**config.mk**
```make
export PLATFORM = sky130hd
export DESIGN_NAME = spf_ctrl
export DESIGN_NICKNAME = d
export VERILOG_FILES = /design/src/rtl/spf_pkg.sv /design/src/rtl/spf_ctrl.sv
export VERILOG_INCLUDE_DIRS = /design/src /design/src/rtl
export SDC_FILE = /design/constraint.sdc
export NUM_CORES = 1
export LEC_CHECK = 0
export ABC_AREA = 1
export BUFFER_PORTS_ARGS = -buffer_cell sky130_fd_sc_hd__clkbuf_2
export CAP_MARGIN = 20
export CELL_PAD_IN_SITES_DETAIL_PLACEMENT = 0
export CELL_PAD_IN_SITES_GLOBAL_PLACEMENT = 1
export CORE_MARGIN = 3
export CORE_UTILIZATION = 37
export DETAILED_ROUTE_END_ITERATION = 10
export GPL_ROUTABILITY_DRIVEN = 0
export PLACE_DENSITY = 0.85
export SYNTH_ARGS = -nofsm -noshare
export SYNTH_HDL_FRONTEND = slang
export SYNTH_SLANG_ARGS = --single-unit
```
**constraint.sdc**
```tcl
create_clock -name CORE_CLK -period 2 [get_ports CORE_CLK]
set_input_delay 0.1 -clock CORE_CLK [delete_from_list [all_inputs] [get_ports CORE_CLK]]
set_output_delay 0.1 -clock CORE_CLK [all_outputs]
set_load 0.02 [all_outputs]
```
**src/rtl/spf_cfg.svh**
```systemverilog
`ifndef SPF_CFG_SVH
`define SPF_CFG_SVH
// Register offset on the plain register port
`define SPF_CSR_ADDR       4'h0
`define SPF_CSR_RESET      8'h00
// Control and status bit positions
`define SPF_BIT_RDY_IE     7
`define SPF_BIT_BUSY       6
`define SPF_BIT_SIG        5
`define SPF_BIT_REEN       4
`define SPF_BIT_LOCK       3
`define SPF_BIT_PWR        2
`define SPF_BIT_PERS       1
`define SPF_BIT_EN         0
// Command patterns in the low six bits
`define SPF_CMD_SIG        6'h21
`define SPF_CMD_REEN       6'h11
`define SPF_CMD_LOCK       6'h09
`define SPF_CMD_PWR        6'h05
`define SPF_CMD_PERS       6'h03
`define SPF_CMD_FILL       6'h01
// Store and load windows in clock cycles
`define SPF_STORE_WIN      3'h4
`define SPF_LOAD_WIN       3'h3
// Application reset address
`define SPF_APP_RESET      16'h0000
// Z pointer layout: word bits [6:1], page bits [15:7]
`define SPF_WORD_MSB       6
`define SPF_WORD_LSB       1
`define SPF_PAGE_LSB       7
`define SPF_PAGE_W         9
`define SPF_WORD_W         6
`define SPF_BUF_DEPTH      64
// Flash program/erase time, nanoseconds
`define SPF_PROG_NS        4000
`define SPF_PROG_CYC       ((`SPF_PROG_NS + 9) / 10)
`endif

```
**src/rtl/spf_pkg.sv**
```systemverilog
package spf_pkg;
  typedef enum logic [2:0] {SPF_IDLE, SPF_ARMED, SPF_PROG} spf_state_e;
  typedef enum logic [2:0] {SPF_OP_NONE, SPF_OP_SIG, SPF_OP_REEN, SPF_OP_LOCK,
                            SPF_OP_PWR, SPF_OP_PERS, SPF_OP_FILL} spf_op_e;
  typedef struct packed {
    logic        store;
    logic        load;
    logic [15:0] zptr;
    logic [15:0] rdata;
  } spf_instr_s;
  typedef struct packed {
    logic        valid;
    logic [7:0]  data;
  } spf_lret_s;
endpackage

```
**src/rtl/spf_ctrl.sv**
```systemverilog
`timescale 1ns/1ps
`include "spf_cfg.svh"
// Behaviour
// - Boot fuse selects application or boot reset
// - Fuses never writable from software
// - Ready interrupt while enable bit clear
// - Busy flag set on section programming
// - Busy clears on re-enable or fill
// - Signature load returns signature byte
// - Signature store has no effect
// - Re-enable store unblocks busy section
// - No re-enable during erase or write
// - Re-enable aborts fill, discards buffer
// - Lock store programs lock bits from R0
// - Lock load returns lock or fuse
// - Page write from buffer, halts core for pages at or above RWW_PAGE_LIMIT
// - Page erase at latched page
// - Plain store fills buffer word
// - Enable opens four-cycle store window
// - Only six command patterns accepted
// - Z split word/page, latched at start
// - Signature loads byte addressed via bit0, lock loads select via bits 1:0
// - Halt core when protected region programmed
// - Buffer clears on write, re-enable, reset
module spf_ctrl
  import spf_pkg::*;
#(
  parameter logic [15:0] BOOT_RESET_ADDR = 16'hF000,
  parameter logic [8:0]  RWW_PAGE_LIMIT  = 9'h100,
  parameter logic [7:0]  SIG_BYTE0       = 8'h5A,  // Arbitrary value
  parameter logic [7:0]  SIG_BYTE1       = 8'hA5,  // Arbitrary value
  parameter int          PROG_CYC        = `SPF_PROG_CYC
)(
  // Clock and reset
  input  wire logic        CORE_CLK,
  input  wire logic        RST_N,
  // Register port
  input  wire logic [3:0]  REG_ADDR,
  input  wire logic [7:0]  REG_WDATA,
  input  wire logic        REG_WR,
  input  wire logic        REG_RD,
  output logic [7:0]       REG_RDATA,
  // Core instruction side
  input  wire spf_instr_s  INSTR,
  input  wire logic        GLOBAL_IE,
  output spf_lret_s        LOAD_RET,
  output logic             READY_IRQ,
  output logic             CORE_HALT,
  output logic             SECTION_BLOCKED,
  // Fuses and lock bits
  input  wire logic        BOOT_RESET_FUSE,
  input  wire logic [7:0]  FUSE_LOW,
  input  wire logic [7:0]  FUSE_HIGH,
  output logic [15:0]      RESET_VECTOR,
  output logic [7:0]       LOCK_BITS
);

  typedef struct packed {
    spf_state_e  state;
    spf_op_e     op;
    logic [2:0]  win;
    logic [31:0] prog_cnt;
    logic        ie;
    logic        busy;
    logic        sig;
    logic        reen;
    logic        lock;
    logic        pwr;
    logic        pers;
    logic        en;
    logic [8:0]  page;
    logic        tgt_rww;
    logic [7:0]  lockb;
    logic [`SPF_BUF_DEPTH-1:0] buf_vld;
    logic [7:0]  rdata;
    spf_lret_s   lret;
    logic        irq;
    logic        halt;
    logic        fuse_q1;
    logic        fuse_q2;
    logic [15:0] rvec;
    logic        rvec_set;
    logic [1:0]  settle;
  } spf_regs_s;

  spf_regs_s r;
  spf_regs_s next_r;
  logic [15:0] buf_mem [`SPF_BUF_DEPTH];
  logic [5:0]  cmd;
  logic        csr_wr;
  logic [7:0]  csr_val;
  logic [`SPF_WORD_W-1:0] zword;
  logic        page_busy_done;

  assign cmd = REG_WDATA[5:0];
  assign csr_wr = REG_WR && (REG_ADDR == `SPF_CSR_ADDR);
  assign zword = INSTR.zptr[`SPF_WORD_MSB:`SPF_WORD_LSB];
  assign csr_val = {r.ie, r.busy, r.sig, r.reen, r.lock, r.pwr, r.pers, r.en};
  assign page_busy_done = (r.state == SPF_PROG) && (r.prog_cnt == 32'h0000_0001);

  always_comb
  begin
    next_r = r;
    next_r.lret.valid = 1'b0;
    next_r.rdata = (REG_RD && REG_ADDR == `SPF_CSR_ADDR) ? csr_val : 8'h00;
    // Fuse pin crosses from outside, so two stages first
    next_r.fuse_q1 = BOOT_RESET_FUSE;
    next_r.fuse_q2 = r.fuse_q1;
    // Vector waits two edges so the synchroniser holds the true pin level
    if (!r.rvec_set && r.settle == 2'h2)
    begin
      next_r.rvec_set = 1'b1;
      next_r.rvec = r.fuse_q2 ? `SPF_APP_RESET : BOOT_RESET_ADDR;
    end
    else if (!r.rvec_set)
      next_r.settle = r.settle + 2'h1;
    // Fuse inputs are read only; no write path exists
    unique case (r.state)
      SPF_IDLE:
      begin
        if (csr_wr)
        begin
          next_r.ie = REG_WDATA[`SPF_BIT_RDY_IE];
          next_r.op = SPF_OP_NONE;
          unique case (cmd)
            `SPF_CMD_SIG:  next_r.op = SPF_OP_SIG;
            `SPF_CMD_REEN: next_r.op = SPF_OP_REEN;
            `SPF_CMD_LOCK: next_r.op = SPF_OP_LOCK;
            `SPF_CMD_PWR:  next_r.op = SPF_OP_PWR;
            `SPF_CMD_PERS: next_r.op = SPF_OP_PERS;
            `SPF_CMD_FILL: next_r.op = SPF_OP_FILL;
            default:       next_r.op = SPF_OP_NONE;
          endcase
          if (next_r.op != SPF_OP_NONE)
          begin
            {next_r.sig, next_r.reen, next_r.lock, next_r.pwr, next_r.pers, next_r.en} = cmd;
            next_r.win = `SPF_STORE_WIN;
            next_r.state = SPF_ARMED;
          end
        end
      end
      SPF_ARMED:
      begin
        if (csr_wr)
          next_r.ie = REG_WDATA[`SPF_BIT_RDY_IE];
        if (INSTR.store)
        begin
          next_r.state = SPF_IDLE;
          {next_r.sig, next_r.reen, next_r.lock, next_r.pwr, next_r.pers, next_r.en} = 6'h00;
          unique case (r.op)
            SPF_OP_SIG: ;
            SPF_OP_REEN:
            begin
              next_r.busy = 1'b0;
              next_r.buf_vld = '0;
            end
            SPF_OP_LOCK:
              next_r.lockb = r.lockb & (INSTR.rdata[7:0] | 8'hC3);
            SPF_OP_FILL:
            begin
              next_r.busy = 1'b0;
              next_r.buf_vld[zword] = 1'b1;
            end
            default:
            begin
              // Erase or write: latch page, keep enable high
              next_r.page = INSTR.zptr[15:`SPF_PAGE_LSB];
              next_r.tgt_rww = INSTR.zptr[15:`SPF_PAGE_LSB] < RWW_PAGE_LIMIT;
              next_r.busy = r.busy | next_r.tgt_rww;
              next_r.halt = !next_r.tgt_rww;
              next_r.pwr = (r.op == SPF_OP_PWR);
              next_r.pers = (r.op == SPF_OP_PERS);
              next_r.en = 1'b1;
              next_r.prog_cnt = PROG_CYC;
              next_r.state = SPF_PROG;
            end
          endcase
        end
        else if (INSTR.load && r.win > (`SPF_STORE_WIN - `SPF_LOAD_WIN)
                 && (r.op == SPF_OP_SIG || r.op == SPF_OP_LOCK))
        begin
          next_r.lret.valid = 1'b1;
          if (r.op == SPF_OP_SIG)
            next_r.lret.data = INSTR.zptr[0] ? SIG_BYTE1 : SIG_BYTE0;
          else
            next_r.lret.data = INSTR.zptr[1] ? FUSE_HIGH :
                               (INSTR.zptr[0] ? r.lockb : FUSE_LOW);
          next_r.state = SPF_IDLE;
          {next_r.sig, next_r.reen, next_r.lock, next_r.pwr, next_r.pers, next_r.en} = 6'h00;
        end
        else if (r.win == 3'h1)
        begin
          // Window expired unused
          next_r.state = SPF_IDLE;
          {next_r.sig, next_r.reen, next_r.lock, next_r.pwr, next_r.pers, next_r.en} = 6'h00;
        end
        else
          next_r.win = r.win - 3'h1;
      end
      SPF_PROG:
      begin
        // Register writes only update the interrupt enable here, so no re-enable
        if (csr_wr)
          next_r.ie = REG_WDATA[`SPF_BIT_RDY_IE];
        next_r.prog_cnt = r.prog_cnt - 32'h0000_0001;
        if (page_busy_done)
        begin
          if (r.pwr)
            next_r.buf_vld = '0;
          {next_r.pwr, next_r.pers, next_r.en} = 3'b000;
          next_r.halt = 1'b0;
          next_r.state = SPF_IDLE;
        end
      end
      default: next_r.state = SPF_IDLE;
    endcase
    next_r.irq = next_r.ie && GLOBAL_IE && !next_r.en;
  end

  // Buffer data, write-once per word until cleared
  genvar gi;
  generate
    for (gi = 0; gi < `SPF_BUF_DEPTH; gi++)
    begin : g_buf
      always_ff @(posedge CORE_CLK)
      begin
        if (r.state == SPF_ARMED && INSTR.store && r.op == SPF_OP_FILL
            && zword == 6'(gi) && !r.buf_vld[gi])
          buf_mem[gi] <= INSTR.rdata;
      end
    end
  endgenerate

  always_ff @(posedge CORE_CLK)
  begin
    if (!RST_N)
    begin
      r <= '0;
      r.state <= SPF_IDLE;
      r.op <= SPF_OP_NONE;
      r.lockb <= 8'hFF;
      r.rvec <= `SPF_APP_RESET;
    end
    else
      r <= next_r;
  end

  assign REG_RDATA = r.rdata;
  assign LOAD_RET = r.lret;
  assign READY_IRQ = r.irq;
  assign CORE_HALT = r.halt;
  assign SECTION_BLOCKED = r.busy;
  assign RESET_VECTOR = r.rvec;
  assign LOCK_BITS = r.lockb;

  busy_on_rww_a: assert property (@(posedge CORE_CLK) disable iff (!RST_N)
    (r.state == SPF_ARMED && INSTR.store && (r.op == SPF_OP_PWR || r.op == SPF_OP_PERS)
     && INSTR.zptr[15:`SPF_PAGE_LSB] < RWW_PAGE_LIMIT) |=> SECTION_BLOCKED)
    else $error("busy flag not set");
  irq_level_a: assert property (@(posedge CORE_CLK) disable iff (!RST_N)
    (r.ie && GLOBAL_IE && !r.en && $stable(GLOBAL_IE)) |-> READY_IRQ)
    else $error("ready interrupt missing");
  window_expire_a: assert property (@(posedge CORE_CLK) disable iff (!RST_N)
    (r.state == SPF_ARMED && r.win == 3'h1 && !INSTR.store && !INSTR.load)
    |=> r.state == SPF_IDLE && !r.en)
    else $error("window did not expire");
  bad_cmd_a: assert property (@(posedge CORE_CLK) disable iff (!RST_N)
    (r.state == SPF_IDLE && csr_wr && cmd != `SPF_CMD_FILL && cmd != `SPF_CMD_PERS
     && cmd != `SPF_CMD_PWR && cmd != `SPF_CMD_LOCK && cmd != `SPF_CMD_REEN
     && cmd != `SPF_CMD_SIG) |=> r.state == SPF_IDLE)
    else $error("illegal command accepted");
  sig_store_a: assert property (@(posedge CORE_CLK) disable iff (!RST_N)
    (r.state == SPF_ARMED && r.op == SPF_OP_SIG && INSTR.store)
    |=> $stable(r.lockb) && $stable(r.buf_vld))
    else $error("signature store changed state");
  prog_hold_en_a: assert property (@(posedge CORE_CLK) disable iff (!RST_N)
    (r.state == SPF_PROG && !page_busy_done) |=> r.en)
    else $error("enable dropped mid program");
  fill_clear_busy_a: assert property (@(posedge CORE_CLK) disable iff (!RST_N)
    (r.state == SPF_ARMED && r.op == SPF_OP_FILL && INSTR.store) |=> !SECTION_BLOCKED)
    else $error("fill did not clear busy");
  halt_no_concurrent_read_region_a: assert property (@(posedge CORE_CLK) disable iff (!RST_N)
    (r.state == SPF_PROG && !r.tgt_rww && !page_busy_done) |-> CORE_HALT)
    else $error("core not halted");

  // Shared terms for the checks; prog_start marks an erase or write launch
  logic        arm_store;
  logic        arm_load;
  logic        prog_start;
  logic [8:0]  z_page;
  assign arm_store = (r.state == SPF_ARMED) && INSTR.store;
  assign arm_load = (r.state == SPF_ARMED) && INSTR.load && !INSTR.store;
  assign prog_start = arm_store && (r.op == SPF_OP_PWR || r.op == SPF_OP_PERS);
  assign z_page = INSTR.zptr[15:`SPF_PAGE_LSB];
  app_vector_a: assert property (@(posedge CORE_CLK) disable iff (!RST_N)
    ($rose(r.rvec_set) && $past(r.fuse_q2)) |-> RESET_VECTOR == `SPF_APP_RESET)
    else $error("application vector wrong");
  boot_vector_a: assert property (@(posedge CORE_CLK) disable iff (!RST_N)
    ($rose(r.rvec_set) && !$past(r.fuse_q2)) |-> RESET_VECTOR == BOOT_RESET_ADDR)
    else $error("boot vector wrong");
  vector_hold_a: assert property (@(posedge CORE_CLK) disable iff (!RST_N)
    (r.rvec_set && $past(r.rvec_set)) |-> $stable(RESET_VECTOR))
    else $error("reset vector changed");
  irq_en_block_a: assert property (@(posedge CORE_CLK) disable iff (!RST_N)
    r.en |-> !READY_IRQ)
    else $error("interrupt while enable set");
  busy_read_a: assert property (@(posedge CORE_CLK) disable iff (!RST_N)
    (REG_RD && REG_ADDR == `SPF_CSR_ADDR)
    |=> REG_RDATA[`SPF_BIT_BUSY] == $past(SECTION_BLOCKED))
    else $error("busy flag misread");
  reen_unblock_a: assert property (@(posedge CORE_CLK) disable iff (!RST_N)
    (arm_store && r.op == SPF_OP_REEN) |=> !SECTION_BLOCKED)
    else $error("re-enable left section blocked");
  reen_discard_a: assert property (@(posedge CORE_CLK) disable iff (!RST_N)
    (arm_store && r.op == SPF_OP_REEN) |=> r.buf_vld == '0)
    else $error("re-enable kept buffer");
  prog_busy_hold_a: assert property (@(posedge CORE_CLK) disable iff (!RST_N)
    (r.state == SPF_PROG) |=> $stable(SECTION_BLOCKED))
    else $error("busy changed mid program");
  sig_load_a: assert property (@(posedge CORE_CLK) disable iff (!RST_N)
    (arm_load && r.op == SPF_OP_SIG && r.win > 3'h1)
    |=> LOAD_RET.valid && LOAD_RET.data == ($past(INSTR.zptr[0]) ? SIG_BYTE1 : SIG_BYTE0))
    else $error("signature byte wrong");
  load_late_a: assert property (@(posedge CORE_CLK) disable iff (!RST_N)
    (arm_load && r.win == 3'h1) |=> !LOAD_RET.valid)
    else $error("late load answered");
  sig_store_busy_a: assert property (@(posedge CORE_CLK) disable iff (!RST_N)
    (arm_store && r.op == SPF_OP_SIG)
    |=> $stable(SECTION_BLOCKED) && r.state == SPF_IDLE)
    else $error("signature store acted");
  lock_prog_a: assert property (@(posedge CORE_CLK) disable iff (!RST_N)
    (arm_store && r.op == SPF_OP_LOCK)
    |=> LOCK_BITS == ($past(LOCK_BITS) & ($past(INSTR.rdata[7:0]) | 8'hC3)))
    else $error("lock bits wrong");
  lock_only_a: assert property (@(posedge CORE_CLK) disable iff (!RST_N)
    !(arm_store && r.op == SPF_OP_LOCK) |=> $stable(LOCK_BITS))
    else $error("lock bits changed");
  lock_read_a: assert property (@(posedge CORE_CLK) disable iff (!RST_N)
    (arm_load && r.op == SPF_OP_LOCK && r.win > 3'h1 && INSTR.zptr[1:0] == 2'b01)
    |=> LOAD_RET.data == LOCK_BITS)
    else $error("lock read wrong");
  fuse_low_a: assert property (@(posedge CORE_CLK) disable iff (!RST_N)
    (arm_load && r.op == SPF_OP_LOCK && r.win > 3'h1 && INSTR.zptr[1:0] == 2'b00)
    |=> LOAD_RET.data == $past(FUSE_LOW))
    else $error("low fuse read wrong");
  fuse_high_a: assert property (@(posedge CORE_CLK) disable iff (!RST_N)
    (arm_load && r.op == SPF_OP_LOCK && r.win > 3'h1 && INSTR.zptr[1:0] == 2'b11)
    |=> LOAD_RET.data == $past(FUSE_HIGH))
    else $error("high fuse read wrong");
  write_start_a: assert property (@(posedge CORE_CLK) disable iff (!RST_N)
    (prog_start && r.op == SPF_OP_PWR) |=> r.pwr && r.en && r.state == SPF_PROG)
    else $error("page write not started");
  erase_start_a: assert property (@(posedge CORE_CLK) disable iff (!RST_N)
    (prog_start && r.op == SPF_OP_PERS) |=> r.pers && !r.pwr && r.en)
    else $error("page erase not started");
  erase_keep_a: assert property (@(posedge CORE_CLK) disable iff (!RST_N)
    (r.state == SPF_PROG && page_busy_done && r.pers) |=> $stable(r.buf_vld))
    else $error("erase touched buffer");
  write_clear_a: assert property (@(posedge CORE_CLK) disable iff (!RST_N)
    (r.state == SPF_PROG && page_busy_done && r.pwr) |=> r.buf_vld == '0)
    else $error("buffer kept after write");
  fill_mark_a: assert property (@(posedge CORE_CLK) disable iff (!RST_N)
    (arm_store && r.op == SPF_OP_FILL) |=> r.buf_vld[$past(zword)])
    else $error("buffer word not marked");
  fill_data_a: assert property (@(posedge CORE_CLK) disable iff (!RST_N)
    (arm_store && r.op == SPF_OP_FILL && !r.buf_vld[zword])
    |=> buf_mem[$past(zword)] == $past(INSTR.rdata))
    else $error("buffer word data wrong");
  store_ends_a: assert property (@(posedge CORE_CLK) disable iff (!RST_N)
    (arm_store && !prog_start) |=> r.state == SPF_IDLE && !r.en)
    else $error("store did not close window");
  arm_window_a: assert property (@(posedge CORE_CLK) disable iff (!RST_N)
    (r.state == SPF_IDLE && csr_wr && cmd == `SPF_CMD_FILL)
    |=> r.state == SPF_ARMED && r.win == `SPF_STORE_WIN && r.en)
    else $error("window not opened");
  prog_end_a: assert property (@(posedge CORE_CLK) disable iff (!RST_N)
    (r.state == SPF_PROG && page_busy_done)
    |=> r.state == SPF_IDLE && !r.en && !r.pwr && !r.pers && !CORE_HALT)
    else $error("program end not clean");
  page_latch_a: assert property (@(posedge CORE_CLK) disable iff (!RST_N)
    prog_start |=> r.page == $past(z_page))
    else $error("page not latched");
  rww_no_halt_a: assert property (@(posedge CORE_CLK) disable iff (!RST_N)
    (prog_start && z_page < RWW_PAGE_LIMIT) |=> !CORE_HALT)
    else $error("core halted needlessly");
  no_concurrent_read_region_launch_a: assert property (@(posedge CORE_CLK) disable iff (!RST_N)
    (prog_start && z_page >= RWW_PAGE_LIMIT) |=> CORE_HALT && $stable(SECTION_BLOCKED))
    else $error("protected launch wrong");
  op_hold_a: assert property (@(posedge CORE_CLK) disable iff (!RST_N)
    (r.state != SPF_IDLE) |=> $stable(r.op))
    else $error("command changed while busy");

endmodule // spf_ctrl

```
==> summary.txt, run 1 <==
Run status
  • Status: completed

Synthesis
  • Sequential fraction of the synthesis area: 35.0%
  • Synth warn: 0
  • Yosys reg bits: 77
  • Cell taking the most area after synthesis: dfxtp_1
  • Post-synthesis cell area: 4410 sq um
  • Top FF cell, synth: dfxtp_1
  • Mapped Cells: 644
  • Ys async rst share: 0%
  • Synth top area cells: dfxtp_1, nand2_1, nor2_1
  • Post-synth cell types: 41
  • Mean Syn Cell Area: 6.85 sq um
  • Number of synthesized flops with an enable pin: 0
  • Synth top area share: 35.0%

Final layout
  • Final Cell Area: 5030 sq um
  • Antenna Cells: 0
  • Fin util: 43.7%
  • Register Area: 1540 sq um
  • Finished Layout Cells: 849
  • Leading cell types in the layout, fill and taps excluded: nand2_1, nor2_1, dfxtp_1, clkbuf_2, a21oi_1
  • Final nets: 778
  • Proportion of layout cells with a drive suffix above 1: 17.8%
  • Area of the multi-input gates: 2330 sq um
  • Commonest non-fill, non-tap cell in the layout: nand2_1
  • P&R area growth vs syn: 14.2%
  • Fillers: 1197

Power
  • Leakage: 2.39 nW
  • Final Power: 3.58 mW
  • Pwr/cell area: 710 nW/um^2
  • Worst vdd ir: 478 uV

Global routing
  • Grt total ovfl: 0
  • Grt peak-use layer: met2
  • First-pass GRT wire length: 17.9 mm
  • Met1 usage: 21.1%
  • Largest net degree at the start of global routing: 30
  • Met2 Use GR: 27.8%
  • Met3 Usage GRT: 3.84%
  • Initial antenna violation count: 0
  • GRT Overall Usage: 16.7%
  • Vias in the first global route: 3930

STA
  • Clock Skew: 0.00928 ns
  • Final worst slack: 0.231 ns
  • Worst Tran Pin Value: 0.527 ns
  • Max_slew headroom: 64.7%
  • Worst hold margin: 0.0168 ns
  • Slew Viols, Final: 0
  • Tmin final: 1.77 ns
  • RSZ-0062 raised after global routing: false
  • Period utilization: 88.4%
  • Final TNS setup: 0 ns
  • Final setup viols: 0
  • Final Hold Vio Count: 0
  • F_max: 0.565 GHz

Clocking
  • Clock buffer depth: 2
  • Root buf cell: clkbuf_16
  • Clk sink count: 77
  • Worst-path clk slew: 0.06 ns
  • CTS H-tree lvls: 3
  • Clock latency on the worst-skew pair: 0.34 ns
  • CTS tree: built
  • Num CTS Buffers: 9
  • # Post-CTS Setup Buffers: 0

Setup path
  • RR Startpoint: r[168]
  • CP Class: reg -> reg
  • Req. time, crit path: 2.28 ns
  • CP Data Arrival Time: 2.04 ns
  • Crit. Startpoint: r[168]
  • CP Capture Type: flop
  • Startpoint Class: flop
  • Crit Path Max Fanout: 7

Die
  • Starting Density: 38.3%
  • Die Area: 13300 sq um
  • # rows: 39
  • Die width: 115 um
  • Die height: 115 um
  • Top Ports: 112
  • Core Region: 11500 sq um

Detailed routing
  • Post-DR vias/cell: 4.83
  • # DRC: 0
  • Iter 0 DRT Violations: 180
  • Mean routed wirelength per cell: 12.5 um
  • Pre-antenna DRT Iters: 4
  • Detailed Route WL: 10.6 mm
  • Total number of vias: 4102
  • Routed Antenna Nets: 0

Placement
  • Half-perimeter wire length after placement: 8.24 mm
  • Placed cell count: 829
  • Dpl cell area: 4700 sq um
  • Dpl ws: 0.191 ns
  • Port Buf Inserts: 69

Worst hold path
  • Hold Crit Start: INSTR[2]
  • Min-Delay Path Class: in -> reg

Job
  • Max Cap Violations: 0
state kept, by name, indices dropped and copies added (netlist names):
register,count
r,44
LOAD_RET,9
REG_RDATA,8
csr_val,7
LOCK_BITS,4
CORE_HALT,1
READY_IRQ,1
RESET_VECTOR,1
SECTION_BLOCKED,1
next_r,1
power by group:
group | total [mW] | switching, mW | internal (mW) | leakage, nW
Combinational | 0.357 | 0.232 | 0.125 | 1.63
Clock | 1.62 | 0.628 | 0.997 | 0.143
Sequential | 1.60 | 0.0262 | 1.57 | 0.622
Total | 3.58 | 0.886 | 2.69 | 2.39
metal layers:
layer	routed length (um)	share of wire, %
met3	476	4.5
met1	4870	46
met4	179	1.7
met2	5070	48
met5	0	0
worst max-delay path, stage by stage (launching register included):
cell and delay, ns:
dfxtp_1 0.38, ha_2 0.24, nand2_2 0.13, nor2_4 0.19, a21boi_4 0.12, nor2_4 0.13
nand3_1 0.16, nor2_1 0.15, o21ai_0 0.09, nor2_1 0.10
synthesized netlist by cell type (2+ instances only):
| library cell | number |
|---|---|
| a21oi_1 | 58 |
| a31oi_1 | 3 |
| buf_4 | 42 |
| buf_6 | 2 |
| clkbuf_1 | 7 |
| clkinv_1 | 2 |
| conb_1 | 2 |
| dfxtp_1 | 77 |
| ha_1 | 9 |
| inv_1 | 56 |
| inv_2 | 3 |
| nand2_1 | 133 |
| nand2_2 | 2 |
| nand2_4 | 2 |
| nand3_1 | 30 |
| nand3b_1 | 2 |
| nand4_1 | 11 |
| nand4_2 | 2 |
| nor2_1 | 109 |
| nor2_2 | 7 |
| nor2_4 | 6 |
| nor3_1 | 10 |
| nor3_2 | 2 |
| o21a_1 | 2 |
| o21ai_0 | 34 |
| o21ai_1 | 2 |
| o22ai_1 | 4 |
| o41ai_1 | 2 |
| xor2_1 | 11 |
final cells by class:
| class | instances | share of cell area (%) |
|---|---|---|
| multi-input cells | 469 | 46.3 |
| flip-flops and latches | 77 | 30.6 |
| repair buffers | 83 | 9.15 |
| clock buffers | 12 | 4.90 |
| inverters | 61 | 4.55 |
| well taps | 143 | 3.55 |
| clock inverters | 4 | 0.944 |
path summary, 6_finish.rpt:
kind,slack (ns),depth (start not counted),end
worst max register to register,0.23,9,r[141]
worst min-delay path,0.02,3,LOCK_BITS[2]
worst min register to register,0.40,1,RESET_VECTOR[14]
worst max-delay path,0.23,9,r[141]
repair_timing:
| item | 4_1_cts | 5_1_grt |
|---|---|---|
| resized for setup | 0 | 1 |
| endpoints found under the hold margin | 4 | 0 |
| hold buffers | 4 | 0 |
| endpoints found under the setup margin | 0 | 1 |
cells by family (layout without fill, tap and decap cells):
family	after synthesis	in the layout	share of synthesized area [%]
compound gates	113	113	14.2
xor+xnor	11	11	2.18
fa+ha+maj	9	9	2.55
buf+inv	112	160	13.4
flops	77	77	35.0
other cells	2	16	0.170
simple gates	320	320	32.5
Power figures use the tool's default switching activity.
==> run 2: changes to the inputs <==
--- a/config.mk
+++ b/config.mk
@@ -16,6 +16,8 @@
 export DETAILED_ROUTE_END_ITERATION = 10
 export GPL_ROUTABILITY_DRIVEN = 0
 export PLACE_DENSITY = 0.85
+export RECOVER_POWER = 50
 export SYNTH_ARGS = -nofsm -noshare
 export SYNTH_HDL_FRONTEND = slang
 export SYNTH_SLANG_ARGS = --single-unit
+export TNS_END_PERCENT = 1
==> summary.txt, run 2 (synthesized netlist as in run 1, its figures left out) <==
Final layout
  • Proportion of layout cells with a drive suffix above 1: 13.9%
  • P&R area growth vs syn: 13.2%
  • Most flops, register: r
  • Final Cell Area: 4990 sq um
  • Leading cell types in the layout, fill and taps excluded: nand2_1, nor2_1, dfxtp_1, a21oi_1, inv_1
  • Final nets: 778
  • Antenna Cells: 0
  • Max FFs per register: 44
  • Commonest non-fill, non-tap cell in the layout: nand2_1

Detailed routing
  • Pre-antenna DRT Iters: 5
  • Routed Antenna Nets: 0
  • Detailed Route WL: 10.6 mm
  • # DRC: 0
  • Iter 0 DRT Violations: 193
  • Total number of vias: 4125
  • Mean routed wirelength per cell: 12.5 um
  • Post-DR vias/cell: 4.86

Die
  • Core Region: 11500 sq um
  • # rows: 39
  • Die width: 115 um
  • Top Ports: 112
  • Starting Density: 38.3%
  • Die height: 115 um
  • Die Area: 13300 sq um

Run status
  • Status: completed

Clocking
  • Num CTS Buffers: 9
  • Clock latency on the worst-skew pair: 0.34 ns
  • Worst-path clk slew: 0.06 ns
  • CTS tree: built
  • Clk sink count: 77
  • Root buf cell: clkbuf_16
  • Clock buffer depth: 2
  • # Post-CTS Setup Buffers: 0
  • CTS H-tree lvls: 3

Setup path
  • CP Capture Type: flop
  • Bufs and invs on worst path: 0
  • Crit Path Max Fanout: 7
  • CP Class: reg -> reg
  • Delay-heaviest family, CP: simple AND/OR/NAND/NOR gates
  • CP Data Arrival Time: 2.05 ns
  • RR Startpoint: r[168]
  • WP depth: 9
  • Req. time, crit path: 2.28 ns
  • Slowest cell on the critical path: dfxtp_1
  • Register-to-Register Path Depth: 9
  • End of the critical path: r[141]
  • Startpoint Class: flop
  • Crit path largest cell delay: 0.38 ns
  • Setup slack, reg-to-reg: 0.23 ns
  • CP Cell Sequence: ha_2 -> nand2_2 -> nor2_4 -> a21boi_4 -> nor2_4 -> nand3_1 -> nor2_1 -> o21ai_0 -> nor2_1
  • Reg2reg end: r[141]
  • Crit. Startpoint: r[168]

Global routing
  • GRT Overall Usage: 16.7%
  • Initial antenna violation count: 0
  • Vias in the first global route: 3930
  • Largest net degree at the start of global routing: 30
  • First-pass GRT wire length: 17.9 mm
  • Grt total ovfl: 0

Placement
  • Dpl cell area: 4700 sq um
  • Half-perimeter wire length after placement: 8.24 mm
  • Dpl ws: 0.191 ns
  • Port Buf Inserts: 69

STA
  • Slew Viols, Final: 0
  • Final TNS setup: 0 ns
  • Final worst slack: 0.230 ns
  • Tmin final: 1.77 ns
  • Period utilization: 88.5%
  • Worst Tran Pin Value: 0.524 ns
  • Max_slew headroom: 64.9%
  • Final setup viols: 0
  • F_max: 0.565 GHz
  • Worst hold margin: 0.0184 ns
  • Final Hold Vio Count: 0
  • RSZ-0062 raised after global routing: false
  • Clock Skew: 0.00518 ns

Power
  • Worst vdd ir: 479 uV
  • Pwr/cell area: 715 nW/um^2
  • Final Power: 3.57 mW
  • Leakage: 2.30 nW

Worst hold path
  • Min-Delay Path Class: in -> reg

Job
  • Max Cap Violations: 0
-- run 2: cell counts in the layout (fill, tap and decap cells not counted) --
Identical to the previous run, type by type.
-- run 2: power breakdown --
part	internal (mW)	switching, mW	total [mW]
sequential	1.57	0.0259	1.60
combinational	0.119	0.231	0.350
clock	0.997	0.630	1.63
total	2.69	0.887	3.57
-- run 2: through the flow --
| step | cells | utilization [%] |
|---|---|---|
| finish | 849 | 43.4 |
| global route | 849 | 43.4 |
| CTS | 849 | 43.7 |
| detailed placement | 829 | 40.8 |
| global placement | 829 | 40.8 |
| floorplan | 658 | - |
-- run 2: routing by layer --
| metal | wire [um] | vias to the layer above | GRT usage [%] |
|---|---|---|---|
| met5 | 0 | - | 0 |
| met2 | 5040 | 90 | 27.8 |
| met4 | 207 | 0 | 6.42 |
| li1 | - | 2148 | - |
| met1 | 4830 | 1871 | 21.1 |
| met3 | 505 | 16 | 3.84 |
-- run 2: timing repair --
| action | 4_1_cts | 5_1_grt |
|---|---|---|
| hold endpoints to repair | 4 | 0 |
| gates resized for setup | 0 | 1 |
| hold buffers | 4 | 0 |
| setup endpoints to repair | 0 | 1 |
-- run 2: worst min-delay path by stage --
stage	start	to	slack, ns	cells after the start
3_3_place_gp	BOOT_RESET_FUSE	next_r[19]	0.29	3
2_1_floorplan	BOOT_RESET_FUSE	next_r[19]	0.20	2
6_report	INSTR[31]	CORE_HALT	0.02	3
4_1_cts	INSTR[31]	CORE_HALT	0.008	3
3_5_place_dp	BOOT_RESET_FUSE	next_r[19]	0.29	3
5_1_grt	INSTR[31]	CORE_HALT	0.02	3
-- run 2: area by class of cell --
cell class	instances	area, sq um
clock inverter	4	47.5
multi-input combinational	469	2330
fill	1213	6520
timing repair buffer	83	425
sequential	77	1540
clock buffer	12	246
inverter	61	229
tap	143	179
-- run 2: tightest hold or removal path: cells and delay by family --
family / cells / cell delay, ns
AO/OA/AOI/OAI: 1 / 0.05
buffers and inverters: 1 / 0.09
AND/OR/NAND/NOR: 1 / 0.06
==> run 3: changes to the inputs <==
--- a/config.mk
+++ b/config.mk
@@ -11,6 +11,7 @@
 export CAP_MARGIN = 20
 export CELL_PAD_IN_SITES_DETAIL_PLACEMENT = 0
 export CELL_PAD_IN_SITES_GLOBAL_PLACEMENT = 1
+export CORE_ASPECT_RATIO = 1.5
 export CORE_MARGIN = 3
 export CORE_UTILIZATION = 37
 export DETAILED_ROUTE_END_ITERATION = 10
==> summary.txt, run 3 (synthesized netlist as in run 1, its figures left out) <==
Power
  • Worst vdd ir: 535 uV
  • Final Power: 3.62 mW
  • Sequential power share: 44.0%
  • Comb pwr share: 9.9%
  • Clock share of power: 46.0%
  • Internal power: 2.67 mW
  • Leakage: 2.29 nW
  • Pwr/cell area: 721 nW/um^2
  • Switching power: 945 uW
  • Sw frac: 26.1%

Detailed routing
  • Detailed Route WL: 10.9 mm
  • # DRC: 0
  • Total number of vias: 4171
  • Pre-antenna DRT Iters: 4
  • Routed Antenna Nets: 0
  • Mean routed wirelength per cell: 12.7 um
  • Post-DR vias/cell: 4.87
  • Iter 0 DRT Violations: 188

Final layout
  • Final nets: 779
  • Area of the multi-input gates: 2320 sq um
  • Antenna Cells: 0
  • Commonest non-fill, non-tap cell in the layout: nand2_1
  • Max FFs per register: 44
  • Fin util: 43.3%
  • Finished Layout Cells: 857
  • Leading cell types in the layout, fill and taps excluded: nand2_1, nor2_1, dfxtp_1, a21oi_1, inv_1
  • Register Area: 1540 sq um
  • Proportion of layout cells with a drive suffix above 1: 13.3%
  • Fillers: 1227
  • Most flops, register: r
  • P&R area growth vs syn: 13.7%

Global routing
  • Grt total ovfl: 0
  • Vias in the first global route: 4172
  • Initial antenna violation count: 0
  • GRT Overall Usage: 17.2%
  • First-pass GRT wire length: 18.3 mm
  • Largest net degree at the start of global routing: 25

Clocking
  • Clock buffer depth: 2
  • # Post-CTS Setup Buffers: 0
  • Clock latency on the worst-skew pair: 0.34 ns
  • CTS tree: built
  • CTS H-tree lvls: 3
  • Clk sink count: 77
  • Worst-path clk slew: 0.06 ns
  • Root buf cell: clkbuf_16
  • Num CTS Buffers: 9

Worst hold path
  • Min-Delay Path Class: in -> reg
  • Worst Hold End: CORE_HALT
  • Hold Crit Start: INSTR[31]
  • Hold depth: 3

Job
  • Max Cap Violations: 0

Setup path
  • Crit. Startpoint: r[168]
  • CP Data Arrival Time: 2.07 ns
  • Register-to-Register Path Depth: 8
  • Crit Path Max Fanout: 8
  • RR Startpoint: r[168]
  • Req. time, crit path: 2.23 ns
  • Startpoint Class: flop
  • CP Class: reg -> reg
  • CP Capture Type: flop
  • Setup slack, reg-to-reg: 0.15 ns
  • Reg2reg end: r[141]

Placement
  • Placed cell count: 835
  • Dpl ws: 0.170 ns
  • Half-perimeter wire length after placement: 8.66 mm
  • Port Buf Inserts: 69

STA
  • Final Hold Vio Count: 0
  • Final setup viols: 0
  • Clock Skew: 0.00509 ns
  • RSZ-0062 raised after global routing: false
  • Final worst slack: 0.154 ns
  • F_max: 0.542 GHz
  • Slew Viols, Final: 0
  • Worst Tran Pin Value: 0.902 ns
  • Final TNS setup: 0 ns
  • Max_slew headroom: 39.9%
  • Tmin final: 1.85 ns
  • Period utilization: 92.3%

Run status
  • Status: completed

Die
  • # rows: 48
  • Die width: 95.1 um
  • Die height: 140 um
  • Core Region: 11600 sq um
  • Die Area: 13300 sq um
  • Top Ports: 112
  • Starting Density: 38.1%
## run 3: cell types whose count changed in the layout (fill, tap and decap cells not counted), sizes merged
cell / change
clkinv: -1
dlygate4sd3: +2
clkinvlp: +1
buf: -3
inv: +3
clkbuf: -1
## run 3: how the worst max path moves through the flow
stage	cells after the start	end	slack [ns]
2_1_floorplan	11	r[153]	0.32
3_3_place_gp	8	r[147]	0.19
3_5_place_dp	8	r[147]	0.17
4_1_cts	10	r[139]	0.15
5_1_grt	10	r[153]	0.02
6_report	8	r[141]	0.15
## run 3: final cells by class
| cell class | count | share of cell area [%] |
|---|---|---|
| Inverter | 61 | 4.57 |
| Multi-Input combinational cell | 469 | 46.3 |
| Clock buffer | 9 | 4.49 |
| Timing Repair Buffer | 84 | 8.56 |
| Tap cell | 150 | 3.74 |
| Sequential cell | 77 | 30.7 |
| Clock inverter | 7 | 1.60 |
## run 3: through the flow
stage | instance area [sq um] | hold slack (ns)
final | 5010 | 0.0232
after global routing | 5010 | 0.0218
after detailed placement | 4700 | 0.308
after floorplan | 4460 | 0.198
after CTS | 5060 | 0.0130
after global placement | 4700 | 0.285
## run 3: routing by layer
metal	share of wire [%]	track usage (%)
met1	38	17.2
met2	55	32.2
met3	3.9	4.00
met4	3.4	8.21
met5	0	0
## run 3: power by group through the flow
stage | clock network [mW] | logic [mW] | registers, mW
finish | 1.67 | 0.359 | 1.59
global route | 1.77 | 0.404 | 1.60
CTS | 1.71 | 0.367 | 1.59
detailed placement | 0 | 0.357 | 1.63
global placement | 0 | 0.347 | 1.62
floorplan | 0 | 0.294 | 1.62
## run 3: timing repair
action,4_1_cts,5_1_grt
gates resized for setup,0,1
hold buffers,6,0
endpoints found under the setup margin,0,1
endpoints found under the hold margin,6,0
## run 3: worst max-delay path, stage by stage (launching register included)
cell and delay, ns:
dfxtp_1 0.39, ha_1 0.29, nand2_2 0.15, nor2_4 0.19, a21boi_4 0.13, nor2_4 0.13, nand3_1 0.16, nor3b_1 0.23
nor2_1 0.07
